--- src/bus_hold_defs.vh ---
// Purpose: Constants for the primary bus hold handshake block.
// Assumes: One clock at 10 MHz; one clock edge stands for one core_clock_phase cycle.
// Notes: Wait-state count is a field width; the extra hold width term is a count.
`ifndef BUS_HOLD_DEFS_VH
`define BUS_HOLD_DEFS_VH

// ==========================================================
// Widths
`define ADDR_W 24
`define DATA_W 32
`define WAIT_W 3

// ==========================================================
// Hold state codes
`define ST_RUN 2'h0
`define ST_DRAIN 2'h1
`define ST_HOLD 2'h2
`define ST_LEAVE 2'h3

// ==========================================================
// Bus cycle sequencer codes
`define BC_IDLE 2'h0
`define BC_WAIT 2'h1
`define BC_LAST 2'h2

// ==========================================================
// Reset values
`define WAIT_RST 3'h0

`endif

--- src/bus_cycle_seq.v ---
// Purpose: Runs one primary bus access of one cycle plus wait states.
// Assumes: Start is taken only while idle; inputs synchronous to clk.
// Notes: last_q marks the final cycle, the point where hold is sampled.
`include "bus_hold_defs.vh"
`timescale 1ns/1ps
`default_nettype none

module bus_cycle_seq (
	// Clock and reset
	input wire clk,
	input wire rst_n,
	input wire ce,
	// Control
	input wire start,
	input wire [`WAIT_W-1:0] wait_count,
	// Status
	output reg busy_q,
	output reg last_q,
	output reg done_q
);

	reg [1:0] st_q;
	reg [`WAIT_W-1:0] cnt_q;

	// ==========================================================
	// Sequencer
	always @(posedge clk) begin
		if (!rst_n) begin
			st_q <= `BC_IDLE;
			cnt_q <= `WAIT_RST;
			busy_q <= 1'b0;
			last_q <= 1'b0;
			done_q <= 1'b0;
		end else if (ce) begin
			done_q <= 1'b0;
			case (st_q)
				`BC_IDLE: begin
					if (start) begin
						busy_q <= 1'b1;
						cnt_q <= wait_count;
						st_q <= (wait_count == `WAIT_RST) ? `BC_LAST : `BC_WAIT;
						last_q <= (wait_count == `WAIT_RST);
					end
				end
				`BC_WAIT: begin
					cnt_q <= cnt_q - 1'b1;
					if (cnt_q == 3'h1) begin
						st_q <= `BC_LAST;
						last_q <= 1'b1;
					end
				end
				`BC_LAST: begin
					st_q <= `BC_IDLE;
					busy_q <= 1'b0;
					last_q <= 1'b0;
					done_q <= 1'b1;
				end
				default: begin
					st_q <= `BC_IDLE;
					busy_q <= 1'b0;
					last_q <= 1'b0;
				end
			endcase
		end
	end

endmodule
`default_nettype wire

--- src/primary_bus_hold_handshake.v ---
// Purpose: Hands the primary bus to an outside master by hold request and grant.
// Assumes: hold_req_n synchronous to clk; core requests held until accepted.
// Notes: Output enables are high while this block drives the pin.
// Function
// - The hold request is a synchronous input that may change anywhere in a cycle.
// - A request that misses the sampling point is served one cycle later.
// - While the hold disable bit is set requests are ignored and a running hold ends.
// - During hold no bus access is made and the core stalls at the first bus access it cannot park.
// - One write may be parked during hold; a read or a second write stalls the core.
// - The request is captured one cycle before the current bus cycle ends.
// - The grant goes low for the request and rises three cycles after the request rises.
// - The strobe is driven high before the bus is floated.
// - Strobe, direction, address and data float in hold; control and address return after.
`include "bus_hold_defs.vh"
`timescale 1ns/1ps
`default_nettype none

module primary_bus_hold_handshake (
	// Clock and reset
	input wire clk,
	input wire rst_n,
	input wire ce,
	// Configuration
	input wire hold_disable_bit,
	input wire [`WAIT_W-1:0] wait_state_count,
	// Outside master
	input wire hold_req_n,
	output reg bus_hold_grant_n_q,
	// Core access request
	input wire core_req,
	input wire core_wr,
	input wire [`ADDR_W-1:0] core_addr,
	input wire [`DATA_W-1:0] core_wdata,
	output reg core_stall_q,
	output reg core_done_q,
	// Primary bus pins
	output reg bus_access_strobe_n_q,
	output reg bus_access_strobe_oe_q,
	output reg bus_rw_q,
	output reg bus_rw_oe_q,
	output reg [`ADDR_W-1:0] bus_addr_q,
	output reg bus_addr_oe_q,
	output reg [`DATA_W-1:0] bus_data_q,
	output reg bus_data_oe_q
);

	reg [1:0] hst_q;
	reg req_q;
	reg park_q;
	reg park_wr_q;
	reg [`ADDR_W-1:0] park_addr_q;
	reg [`DATA_W-1:0] park_data_q;
	reg start;
	reg start_wr;
	reg [`ADDR_W-1:0] start_addr;
	reg [`DATA_W-1:0] start_data;
	reg from_park;
	wire busy;
	wire last;
	wire want;
	wire idle_ok;

	// Sequencer for one bus cycle with wait states
	bus_cycle_seq u_seq (
		.clk(clk),
		.rst_n(rst_n),
		.ce(ce),
		.start(start),
		.wait_count(wait_state_count),
		.busy_q(busy),
		.last_q(last),
		.done_q()
	);

	// ==========================================================
	// Request capture
	// Sampled request, ignored while disabled
	assign want = req_q & ~hold_disable_bit;
	// Bus may be given only between cycles
	assign idle_ok = ~busy | last;

	always @(posedge clk) begin
		if (!rst_n) begin
			req_q <= 1'b0;
		end else if (ce) begin
			req_q <= ~hold_req_n;
		end
	end

	// ==========================================================
	// Start selection: parked write first, then core access
	always @* begin
		start = 1'b0;
		start_wr = 1'b0;
		start_addr = core_addr;
		start_data = core_wdata;
		from_park = 1'b0;
		if (hst_q == `ST_RUN && !busy && !want) begin
			if (park_q) begin
				start = 1'b1;
				start_wr = park_wr_q;
				start_addr = park_addr_q;
				start_data = park_data_q;
				from_park = 1'b1;
			end else if (core_req) begin
				start = 1'b1;
				start_wr = core_wr;
			end
		end
	end

	// ==========================================================
	// Hold state machine and bus pins
	always @(posedge clk) begin
		if (!rst_n) begin
			hst_q <= `ST_RUN;
			bus_hold_grant_n_q <= 1'b1;
			park_q <= 1'b0;
			park_wr_q <= 1'b0;
			park_addr_q <= 24'h00_0000;
			park_data_q <= 32'h0000_0000;
			core_stall_q <= 1'b0;
			core_done_q <= 1'b0;
			bus_access_strobe_n_q <= 1'b1;
			bus_access_strobe_oe_q <= 1'b1;
			bus_rw_q <= 1'b1;
			bus_rw_oe_q <= 1'b1;
			bus_addr_q <= 24'h00_0000;
			bus_addr_oe_q <= 1'b1;
			bus_data_q <= 32'h0000_0000;
			bus_data_oe_q <= 1'b0;
		end else if (ce) begin
			core_done_q <= 1'b0;
			core_stall_q <= 1'b0;
			// Launch a bus access
			if (start) begin
				bus_access_strobe_n_q <= 1'b0;
				bus_rw_q <= ~start_wr;
				bus_addr_q <= start_addr;
				bus_data_q <= start_data;
				bus_data_oe_q <= start_wr;
				if (from_park) begin
					park_q <= 1'b0;
				end else begin
					core_done_q <= 1'b1;
				end
			end
			// End of a bus access at its last cycle, so the next one sees an idle gap
			if (last) begin
				bus_access_strobe_n_q <= 1'b1;
				bus_data_oe_q <= 1'b0;
			end
			case (hst_q)
				`ST_RUN: begin
					// Request seen at the last cycle or idle; late ones wait a cycle
					if (want && idle_ok) begin
						hst_q <= `ST_DRAIN;
					end
				end
				`ST_DRAIN: begin
					// Strobe goes inactive before floating
					bus_access_strobe_n_q <= 1'b1;
					if (!want) begin
						hst_q <= `ST_RUN;
					end else if (!busy) begin
						hst_q <= `ST_HOLD;
						bus_hold_grant_n_q <= 1'b0;
						bus_access_strobe_oe_q <= 1'b0;
						bus_rw_oe_q <= 1'b0;
						bus_addr_oe_q <= 1'b0;
						bus_data_oe_q <= 1'b0;
					end
				end
				`ST_HOLD: begin
					// Core runs on; first write parks, further accesses stall
					if (core_req) begin
						if (core_wr && !park_q) begin
							park_q <= 1'b1;
							park_wr_q <= 1'b1;
							park_addr_q <= core_addr;
							park_data_q <= core_wdata;
							core_done_q <= 1'b1;
						end else begin
							core_stall_q <= 1'b1;
						end
					end
					// Grant held one cycle past request release, or dropped on disable
					if (!want) begin
						hst_q <= `ST_LEAVE;
					end
				end
				`ST_LEAVE: begin
					hst_q <= `ST_RUN;
					bus_hold_grant_n_q <= 1'b1;
					bus_access_strobe_oe_q <= 1'b1;
					bus_rw_oe_q <= 1'b1;
					bus_addr_oe_q <= 1'b1;
					core_stall_q <= core_req & ~(core_wr & ~park_q);
				end
				default: begin
					hst_q <= `ST_RUN;
				end
			endcase
		end
	end

endmodule
`default_nettype wire

--- config.mk ---
export PLATFORM = sky130hd
export DESIGN_NAME = primary_bus_hold_handshake
export DESIGN_NICKNAME = d
export VERILOG_FILES = /design/src/bus_cycle_seq.v /design/src/primary_bus_hold_handshake.v
export VERILOG_INCLUDE_DIRS = /design/src
export SDC_FILE = /design/constraint.sdc
export NUM_CORES = 1
export LEC_CHECK = 0
export BUFFER_PORTS_ARGS = -buffer_cell sky130_fd_sc_hd__buf_2
export CAP_MARGIN = 20
export CORE_MARGIN = 2
export CORE_UTILIZATION = 57
export DETAILED_ROUTE_END_ITERATION = 10
export PLACE_DENSITY = 0.85
export SETUP_SLACK_MARGIN = 0.15
export SYNTH_ARGS = -nofsm -noshare
export SYNTH_HDL_FRONTEND = slang
export SYNTH_SLANG_ARGS = --single-unit
--- constraint.sdc ---
create_clock -name clk -period 3.2 [get_ports clk]
set_input_delay 0.64 -clock clk [delete_from_list [all_inputs] [get_ports clk]]
set_output_delay 0.64 -clock clk [all_outputs]
set_load 0.01 [all_outputs]
Word-level counts from Yosys, hierarchy flattened
Index checks and enable logic that the tools add are counted.

storage, ports and cells
  output and inout bits = 65
  logic and storage cells = 115
  flip-flop bits (word level) = 130

cells by class
  equality and inequality tests = 12
  add/sub/neg operators = 1
  mux-type cells = 52
  bitwise logic cells = 11
  reduce and logical (&&, ||, !) cells = 21

operator list
  cell                number
  $mux 32             2
  $mux 24             2
  $mux 1              33
  $mux 2              7
  $reduce_and 4->1    3
  $reduce_and 3->1    3
  $ne 2x2->1 const B  4
  $pmux 1 s2          4
  $pmux 2 s4          1
  $not 1->1           7
  $pmux 3 s2          1
  $eq 2x1->1 const B  2
  $eq 2x2->1 const B  2
  $logic_and 1x1->1   4
  $logic_not 2->1     2
  $ne 2x1->1 const B  2
  $pmux 2 s2          1
  $reduce_and 2->1    2
  $reduce_bool 2->1   2
  $and 1x1->1         3
  $eq 3x1->1 const B  1
  $logic_not 1->1     3
  $logic_not 3->1     1
  $mux 3              1
  4 further kinds     4

Logic depth before layout (Yosys ltp)
Gate-level depths: netlist of the first run.

  depth in word-level cells = 10
  depth in mapped cells = 8
  gate-level depth less buffers = 6

Modules after synthesis
From an unflattened synthesis of the first run, not the netlist that was laid out.

unflattened totals
  cell total of the unflattened synthesis = 676
  area, all modules = 5,360.1 um^2

by module, submodules not included
  module                      area each (um^2)  cells each  seq. area each (um^2)  instances
  primary_bus_hold_handshake  4,939.7           625         2,462.4                1
  bus_cycle_seq               420.4             51          140.1                  1

Least setup slack after synthesis of the first run
No wires, ideal clock.

  path type = in2reg
  start point = in ce
  end point = reg bus_rw_q
  cell stages on the path = 6
  slack = 1.322 ns
  arrival time = 1.764 ns
  setup time = 0.114 ns
  path through = nand2b_4 -> or4_1 -> buf_2 -> buf_6 -> buf_6 -> a21o_1

on the way
  longest elaborated chain between the ends = 1

ends and longest elaborated chain
  what                        line                              RTL
  start, declared             primary_bus_hold_handshake.v:22   input wire ce,
  $reduce_and 2->1 (no line)  --
  end signal, assigned        primary_bus_hold_handshake.v:138  bus_rw_q <= ~start_wr;
  end, declared               primary_bus_hold_handshake.v:39   output reg bus_rw_q,

No other way between the ends.
A chain may end at the register's enable or synchronous reset.

==> results of run 1 <==
## through the flow
| stage | worst slack [ps] | instances | hold slack (ps) | utilization [%] | total power, mW |
|---|---|---|---|---|---|
| floorplan | 1320 | 673 | 437 | - | 1.95 |
| global placement | 728 | 866 | 442 | 65.2 | 2.09 |
| detailed placement | 602 | 866 | 450 | 65.2 | 2.10 |
| CTS | 923 | 897 | 298 | 72.0 | 4.08 |
| global route | 834 | 897 | 300 | 72.0 | 4.21 |
| finish | 867 | 897 | 317 | 72.0 | 4.07 |
## power groups by stage
stage | Sequential (mW) | Clock (mW) | Combinational, mW
global route | 1.72 | 2.08 | 0.407
finish | 1.71 | 1.99 | 0.366
global placement | 1.74 | 0 | 0.347
detailed placement | 1.74 | 0 | 0.359
CTS | 1.71 | 2.01 | 0.365
floorplan | 1.76 | 0 | 0.181
## cells by family (layout without fill, tap and decap cells)
group	Yosys count	count (layout)	share of synthesized area, %
AOI/OAI and AO/OA	255	255	27.7
and+or+nand+nor	221	221	17.4
DFF	129	129	48.7
buffers and inverters	65	178	5.57
adders and majority gates	2	2	0.472
muxes	1	1	0.189
## flip-flops by register name, indices dropped and copies added (netlist names), 3 cells and up, named ones only
signal	cells
park_data_q	32
bus_addr_q	24
u_seq.cnt_q	3
bus_data_q	32
park_addr_q	24
## cell type report
| cell class | instances | area (sq um) | area share (%) |
|---|---|---|---|
| Clock buffer | 19 | 432 | 6.58 |
| Clock inverter | 12 | 185 | 2.82 |
| Inverter | 6 | 22.5 | 0.343 |
| Multi-Input combinational cell | 479 | 2440 | 37.2 |
| Sequential cell | 129 | 2580 | 39.4 |
| Tap cell | 111 | 139 | 2.12 |
| Timing Repair Buffer | 141 | 758 | 11.6 |
## cell usage in the layout, fill, tap and decap left out, types with 3 or more instances in the layout
cell	n
sky130_fd_sc_hd__a21oi_1	126
sky130_fd_sc_hd__nor2_1	10
sky130_fd_sc_hd__inv_1	5
sky130_fd_sc_hd__o21ai_0	59
sky130_fd_sc_hd__buf_4	9
sky130_fd_sc_hd__o21ai_1	5
sky130_fd_sc_hd__clkinv_4	4
sky130_fd_sc_hd__dfxtp_1	129
sky130_fd_sc_hd__clkbuf_16	16
sky130_fd_sc_hd__nand2_1	180
sky130_fd_sc_hd__clkinvlp_4	4
sky130_fd_sc_hd__nand3_1	4
sky130_fd_sc_hd__nand2b_1	3
sky130_fd_sc_hd__bufinv_16	4
sky130_fd_sc_hd__nor2b_1	5
sky130_fd_sc_hd__a21boi_0	41
sky130_fd_sc_hd__buf_2	130
sky130_fd_sc_hd__a21oi_2	8
## routing by layer
layer  global-route usage (%)  vias up  wire, um
met4                     9.38        0       223
met5                        0        -         0
met2                     46.6      258      7140
li1                         -     2491         -
met3                     7.31       27      1100
met1                     36.8     2461      5850
## path summary, 6_finish.rpt
check	cells past startpoint	slack [ps]	endpoint
setup / recovery	5	870	bus_data_q[4]$_SDFFE_PN0P_
hold / removal	2	320	req_q$_SDFFE_PN0P_
setup reg to reg	5	870	bus_data_q[4]$_SDFFE_PN0P_
hold reg to reg	1	460	bus_rw_q$_SDFFE_PN1P_
==> results.md, run 1 <==
| Metric | This run | Unit |
|---|---|---|
| Count of buffers inserted at the top-level ports | 130 | - |
| Sequential group share of total power | 42.1 | % |
| Final #Nets | 842 | - |
| Horizontal die dimension | 100 | um |
| Power spent charging and discharging nets | 960 | uW |
| TritonCTS clock tree | built | - |
| Worst max-slew margin expressed relative to the limit | 27.1 | % |
| Total of cells resized after clock tree synthesis | 0 | - |
| Combinational share of power | 9.0 | % |
| Max Clk Rate | 429 | MHz |
| Library cell with the largest summed area after synthesis | sky130_fd_sc_hd__dfxtp_1 | - |
| Placed cell area | 5940 | sq um |
| Portion of synthesized cell area occupied by the leading cell type | 48.7 | % |
| Top flip-flop cell by instance count after synthesis | sky130_fd_sc_hd__dfxtp_1 | - |
| Clock Skews | 12.9 | ps |
| Post-synthesis register bit count | 129 | - |
| Cell at the root of the clock tree | sky130_fd_sc_hd__clkbuf_8 | - |
| Launching element type of the critical path | flop | - |
| Final Hold Vio Count | 0 | - |
| Category of the critical setup timing path | reg2reg | - |
| Wire length of the first global-routing pass | 23100 | um |
| Power per cell area | 620 | nW/um^2 |
| Area of the mapped netlist | 5300 | sq um |
| CP Data Arrival Time | 2710 | ps |
| Avg WL per Cell | 16.0 | um |
| Area added between synthesis and finish | 23.8 | % |
| Share of power burned in the clock network | 48.9 | % |
| Share of cells above drive strength 1 | 23.9 | % |
| Count of unique library cells instantiated by Yosys | 45 | - |
| Total I/O pin count | 131 | - |
| Overflow left after global routing | 0 | - |
| Via count of the first global-routing pass | 4801 | - |
| Initial antenna violation count | 0 | - |
| Cell internal power dissipation | 3.11 | mW |
| Final worst path period need | 2330 | ps |
| Worst VDD drop | 0.337 | mV |
| Yosys warnings | 0 | - |
| Worst skew pair latency | 510 | ps |
| Leakage power summed over all cells | 2.84 | nW |
| First drt pass iteration count | 5 | - |
| Overall fraction of global-route tracks in use | 28.5 | % |
| Number of pins exceeding their max-slew limit in the final report | 0 | - |
| Largest driver fanout on the critical path | 46 | - |
| Synthesized net count | 741 | - |
| Rows | 35 | - |
| # H-tree levels | 4 | - |
| Via count | 5237 | - |
| Switching power share of the total | 23.6 | % |
| Post-route standard cell area excluding fillers | 6560 | sq um |
| Drt first-iter violations | 246 | - |
| Run status | finished, final reports clean | - |
| Maximum number of pins on one net before global-route repair | 60 | - |
| CP peak stage delay | 850 | ps |
| Setup repair bufs after CTS | 0 | - |
| Setup tns final | 0 | ps |
| Cells traversed along the worst timing path | or2_4, or4_2, buf_12, a21oi_1, a21oi_1 | - |
| Period utilisation layout | 72.9 | % |
| Fraction of registers with async set or reset after synthesis | 0 | % |
| Number of instances in the synthesized netlist | 673 | - |
| Most numerous cell types in the synthesized netlist | 180 x sky130_fd_sc_hd__nand2_1, 129 x sky130_fd_sc_hd__dfxtp_1, 126 x sky130_fd_sc_hd__a21oi_1, 59 x sky130_fd_sc_hd__o21ai_0, 41 x sky130_fd_sc_hd__a21boi_0 | - |
| Top area cells in the synthesized netlist | sky130_fd_sc_hd__dfxtp_1 49%, sky130_fd_sc_hd__nand2_1 13%, sky130_fd_sc_hd__a21oi_1 12% | - |
| Post-DR vias/cell | 5.84 | - |
| Number of routed nets with antenna violations | 0 | - |
| Slew of the pin with the lowest slew margin | 1090 | ps |
| Combined buffer and inverter count along the critical path | 1 | - |
| Unrepaired setup endpoints after global routing | false | - |
| Area of the placeable core | 9110 | sq um |
| Leading cell type by number of instances after synthesis | sky130_fd_sc_hd__nand2_1 | - |
| Delay-heaviest family, CP | simple AND/OR/NAND/NOR gates | - |
| Die outline height | 100 | um |
| Kind of end point of the critical path | flop | - |
| Maximum Capacitance Violations | 0 | - |
| Clock Pin Slew Worst Setup and Hold Paths | 60 | ps |
| Register area share after synthesis | 48.7 | % |
| Residual DRC | 0 | - |
| Setup violation total in the final timing report | 0 | - |
| Post-Syn Area per Cell | 7.87 | sq um |
| Min-Delay Startpoint | hold_req_n | - |
| Hold Crit Class | in2reg | - |
| Half-perimeter wire length of the detailed placement result | 8740 | um |
| Critical-path top delay cell | sky130_fd_sc_hd__or4_2 | - |
| Sinks on Clock Net | 129 | - |
| Die area | 10100 | sq um |
| Layout filler cell count | 671 | - |
| Post-Route WL | 14300 | um |
| Post-CTS Hold Buffers | 0 | - |
| Placer congestion estimate | 0.864 | - |
| Dominant cell type by count on the critical path | sky130_fd_sc_hd__a21oi_1 | - |
| Required time of the critical path | 3580 | ps |
| Buffer depth of the longest clock path | 2 | - |
| Initial core utilization | 58.2 | % |
| Cts bufs inserted | 17 | - |
| Antenna fix cells | 0 | - |
| Count of flip-flops with a built-in enable after synthesis | 0 | - |
Power figures use the tool's default switching activity.
==> run 2, diff against run 1 <==
--- a/config.mk
+++ b/config.mk
@@ -6,12 +6,13 @@
 export SDC_FILE = /design/constraint.sdc
 export NUM_CORES = 1
 export LEC_CHECK = 0
+export ABC_AREA = 1
 export BUFFER_PORTS_ARGS = -buffer_cell sky130_fd_sc_hd__buf_2
 export CAP_MARGIN = 20
 export CORE_MARGIN = 2
-export CORE_UTILIZATION = 57
+export CORE_UTILIZATION = 49
 export DETAILED_ROUTE_END_ITERATION = 10
-export PLACE_DENSITY = 0.85
+export PLACE_DENSITY = 0.76
 export SETUP_SLACK_MARGIN = 0.15
 export SYNTH_ARGS = -nofsm -noshare
 export SYNTH_HDL_FRONTEND = slang
==> constraint.sdc (replaced) <==
create_clock -name clk -period 2.02 [get_ports clk]
set_input_delay 0.404 -clock clk [delete_from_list [all_inputs] [get_ports clk]]
set_output_delay 0.404 -clock clk [all_outputs]
set_load 0.01 [all_outputs]
==> run 2 against run 1 <==
Largest power group unchanged. First-iteration DRC count increased by 64%. Highest routed layer unchanged. Final cell count increased by 25%. Clock power grew 53%.
==> results.md, run 2 <==
| Metric | This run | Unit | Delta |
|---|---|---|---|
| Via count | 5352 | - | +2.2% |
| Overall fraction of global-route tracks in use | 21.2 | % | -7.3 points |
| Setup repair bufs after CTS | 0 | - | unchanged |
| Post-CTS Hold Buffers | 0 | - | unchanged |
| CP Data Arrival Time | 1950 | ps | -760 ps |
| Half-perimeter wire length of the detailed placement result | 8310 | um | -4.9% |
| Category of the critical setup timing path | reg2reg | - |  |
| Wire length of the first global-routing pass | 22000 | um | -4.7% |
| M1 WL | 6200 | um | +5.9% |
| Share of the core filled with cells | 61.4 | % | -11 points |
| Via count of the first global-routing pass | 4765 | - | -0.75% |
| Yosys warnings | 0 | - | unchanged |
| Required time of the critical path | 2300 | ps | -1280 ps |
| Area added between synthesis and finish | 20.9 | % |  |
| Post-synthesis register bit count | 129 | - | unchanged |
| Avg WL per Cell | 11.7 | um | -27% |
| Share of cells above drive strength 1 | 18.6 | % | -5.3 points |
| Synthesized net count | 930 | - | +26% |
| Clock Pin Slew Worst Setup and Hold Paths | 60 | ps | about the same |
| Die outline height | 113 | um | +13% |
| Post-Route WL | 13100 | um | -8.6% |
| Buffer depth of the longest clock path | 2 | - | unchanged |
| Initial core utilization | 50.8 | % | -7.4 points |
| Count of unique library cells instantiated by Yosys | 23 | - | -49% |
| Largest registers | bus_data_q: 32 flops, park_data_q: 32 flops | - |  |
| Highest metal used | met4 | - |  |
| Number of instances on the worst hold path | 2 | - | unchanged |
| Library cell with the largest summed area after synthesis | sky130_fd_sc_hd__dfxtp_1 | - |  |
| Number of routed nets with antenna violations | 0 | - | unchanged |
| Worst max-slew margin expressed relative to the limit | 59.3 | % | +32 points |
| Sinks on Clock Net | 129 | - | unchanged |
| Hold Worst Slack | 157 | ps | -159 ps |
| Setup tns final | 0 | ps | unchanged |
| Hold Crit Class | in2reg | - |  |
| Number of pins exceeding their max-slew limit in the final report | 0 | - | unchanged |
| Power per cell area | 918 | nW/um^2 | +48% |
| Count of buffers inserted at the top-level ports | 130 | - | unchanged |
| Setup violation total in the final timing report | 0 | - | unchanged |
| Max Clk Rate | 600 | MHz | +40% |
| Total I/O pin count | 131 | - | unchanged |
| Most numerous cell types in the synthesized netlist | 209 x sky130_fd_sc_hd__nand2_1, 182 x sky130_fd_sc_hd__inv_1, 129 x sky130_fd_sc_hd__dfxtp_1, 127 x sky130_fd_sc_hd__a21oi_1, 68 x sky130_fd_sc_hd__nand3_1 | - |  |
| Unrepaired setup endpoints after global routing | false | - |  |
| First drt pass iteration count | 5 | - | unchanged |
| Met3 Routed Length | 789 | um | -28% |
| Rows | 39 | - | +11% |
| Period utilisation layout | 82.5 | % | +9.6 points |
| Cts bufs inserted | 17 | - | unchanged |
| Most used cells in the layout excluding fill and tap cells | 208 x sky130_fd_sc_hd__nand2_1, 182 x sky130_fd_sc_hd__inv_1, 130 x sky130_fd_sc_hd__buf_2 | - |  |
| Post-route standard cell area excluding fillers | 7100 | sq um | +8.3% |
| Worst skew pair latency | 420 | ps | -90 ps |
| Leakage power summed over all cells | 3.46 | nW | +22% |
| Final Hold Vio Count | 0 | - | unchanged |
| Worst VDD drop | 0.647 | mV | +92% |
| Cell at the root of the clock tree | sky130_fd_sc_hd__clkbuf_16 | - |  |
| Count of flip-flops with a built-in enable after synthesis | 0 | - | unchanged |
| Largest driver fanout on the critical path | 56 | - | +22% |
| Placer congestion estimate | 0.875 | - | +1.4% |
| Kind of end point of the critical path | flop | - |  |
| Launching element type of the critical path | flop | - |  |
| Drt first-iter violations | 403 | - | +64% |
| Fraction of registers with async set or reset after synthesis | 0 | % | unchanged |
| DR WL met2 | 5950 | um | -17% |
| Final worst path period need | 1670 | ps | -667 ps |
| Area of the placeable core | 11600 | sq um | +27% |
| Clock Skews | 7.09 | ps | -5.81 ps |
| Area of the mapped netlist | 5870 | sq um | +11% |
| Die area | 12900 | sq um | +28% |
| Maximum number of pins on one net before global-route repair | 59 | - | -1.7% |
| Maximum Capacitance Violations | 0 | - | unchanged |
| Post-DR vias/cell | 4.77 | - | -18% |
| Register area share after synthesis | 44.0 | % | -4.8 points |
| Number of instances in the synthesized netlist | 862 | - | +28% |
| Top area cells in the synthesized netlist | sky130_fd_sc_hd__dfxtp_1 44%, sky130_fd_sc_hd__nand2_1 13%, sky130_fd_sc_hd__inv_1 12% | - |  |
| Portion of synthesized cell area occupied by the leading cell type | 44.0 | % | -4.8 points |
| Top flip-flop cell by instance count after synthesis | sky130_fd_sc_hd__dfxtp_1 | - |  |
| Horizontal die dimension | 113 | um | +13% |
| Path depth of the worst reg2reg path | 7 | - | +2 |
| Final #Nets | 1038 | - | +23% |
| Leading cell type by number of instances after synthesis | sky130_fd_sc_hd__nand2_1 | - |  |
| Post-Syn Area per Cell | 6.81 | sq um | -13% |
| Most common cell after layout, fill and taps aside | sky130_fd_sc_hd__nand2_1 | - |  |
| Placed cell area | 6520 | sq um | +9.6% |
| Total of cells resized after clock tree synthesis | 1 | - | +1 |
| Antenna fix cells | 0 | - | unchanged |
| Residual DRC | 0 | - | unchanged |
| # H-tree levels | 4 | - | unchanged |
| TritonCTS clock tree | built | - |  |
| Overflow left after global routing | 0 | - | unchanged |
| Slew of the pin with the lowest slew margin | 611 | ps | -483 ps |
| Initial antenna violation count | 0 | - | unchanged |
| Run status | finished, final reports clean | - |  |
[run 2: cell types whose count changed after synthesis, sizes merged, moves of 3 or more]
cell    before  now
nor3         3    0
inv          5  184
or3          3    0
a21oi      134  127
buf         21   33
a21boi      41    0
nand2      180  209
nor2b        5    0
nor2        10   16
nand2b       4    0
clkbuf      38   21
nand3        4   70
[run 2: cells by family (layout without fill, tap and decap cells)]
family	count (synthesis)	count (layout)	synth area share, %
xor+xnor	1	1	0.149
flops	129	129	44.0
fa+ha+maj	2	2	0.426
simple gates	300	300	21.4
buf+inv	238	355	17.6
compound gates	192	192	16.5
[run 2: per-stage QoR]
stage | std cells | setup WS, ps | power, mW
floorplan | 862 | 590 | 3.26
global placement | 1094 | 52.2 | 3.53
detailed placement | 1094 | -10.6 | 3.54
CTS | 1122 | 253 | 6.59
global route | 1122 | 206 | 6.83
finish | 1122 | 354 | 6.52
[run 2: critical path, cell delays in order (launching register included)]
cell and delay (ps):
sky130_fd_sc_hd__dfxtp_1 330, sky130_fd_sc_hd__inv_1 150, sky130_fd_sc_hd__nand2_1 90, sky130_fd_sc_hd__nor2_1 240
sky130_fd_sc_hd__nand3_4 90, sky130_fd_sc_hd__buf_4 280, sky130_fd_sc_hd__o21ai_0 250, sky130_fd_sc_hd__a21oi_1 70
[run 2: final timing paths]
kind | startpoint | to | slack [ps]
worst max-delay path | park_q$_SDFFE_PN0P_ | park_addr_q[13]$_SDFFE_PN0P_ | 350
worst min-delay path | hold_req_n | req_q$_SDFFE_PN0P_ | 160
worst max register to register | park_q$_SDFFE_PN0P_ | park_addr_q[13]$_SDFFE_PN0P_ | 350
worst min register to register | park_data_q[23]$_SDFFE_PN0P_ | park_data_q[23]$_SDFFE_PN0P_ | 440
[run 2: cell type report]
class	instances	area, sq um
fill	1079	4460
sequential	129	2580
multi-input combinational	495	2280
timing repair buffer	143	790
inverter	184	693
clock buffer	21	470
tap	143	179
clock inverter	7	110
[run 2: layer usage]
layer | track usage [%] | up-vias
met1 | 26.7 | 2330
met3 | 6.43 | 15
met4 | 8.05 | 0
met5 | 0 | -
li1 | - | 2862
met2 | 34.5 | 145
[run 2: report_power, final]
part	switching (mW)	internal, mW	leakage, nW
registers	0.0620	2.67	1.05
logic	0.450	0.302	2.11
clock network	1.04	2.00	0.290
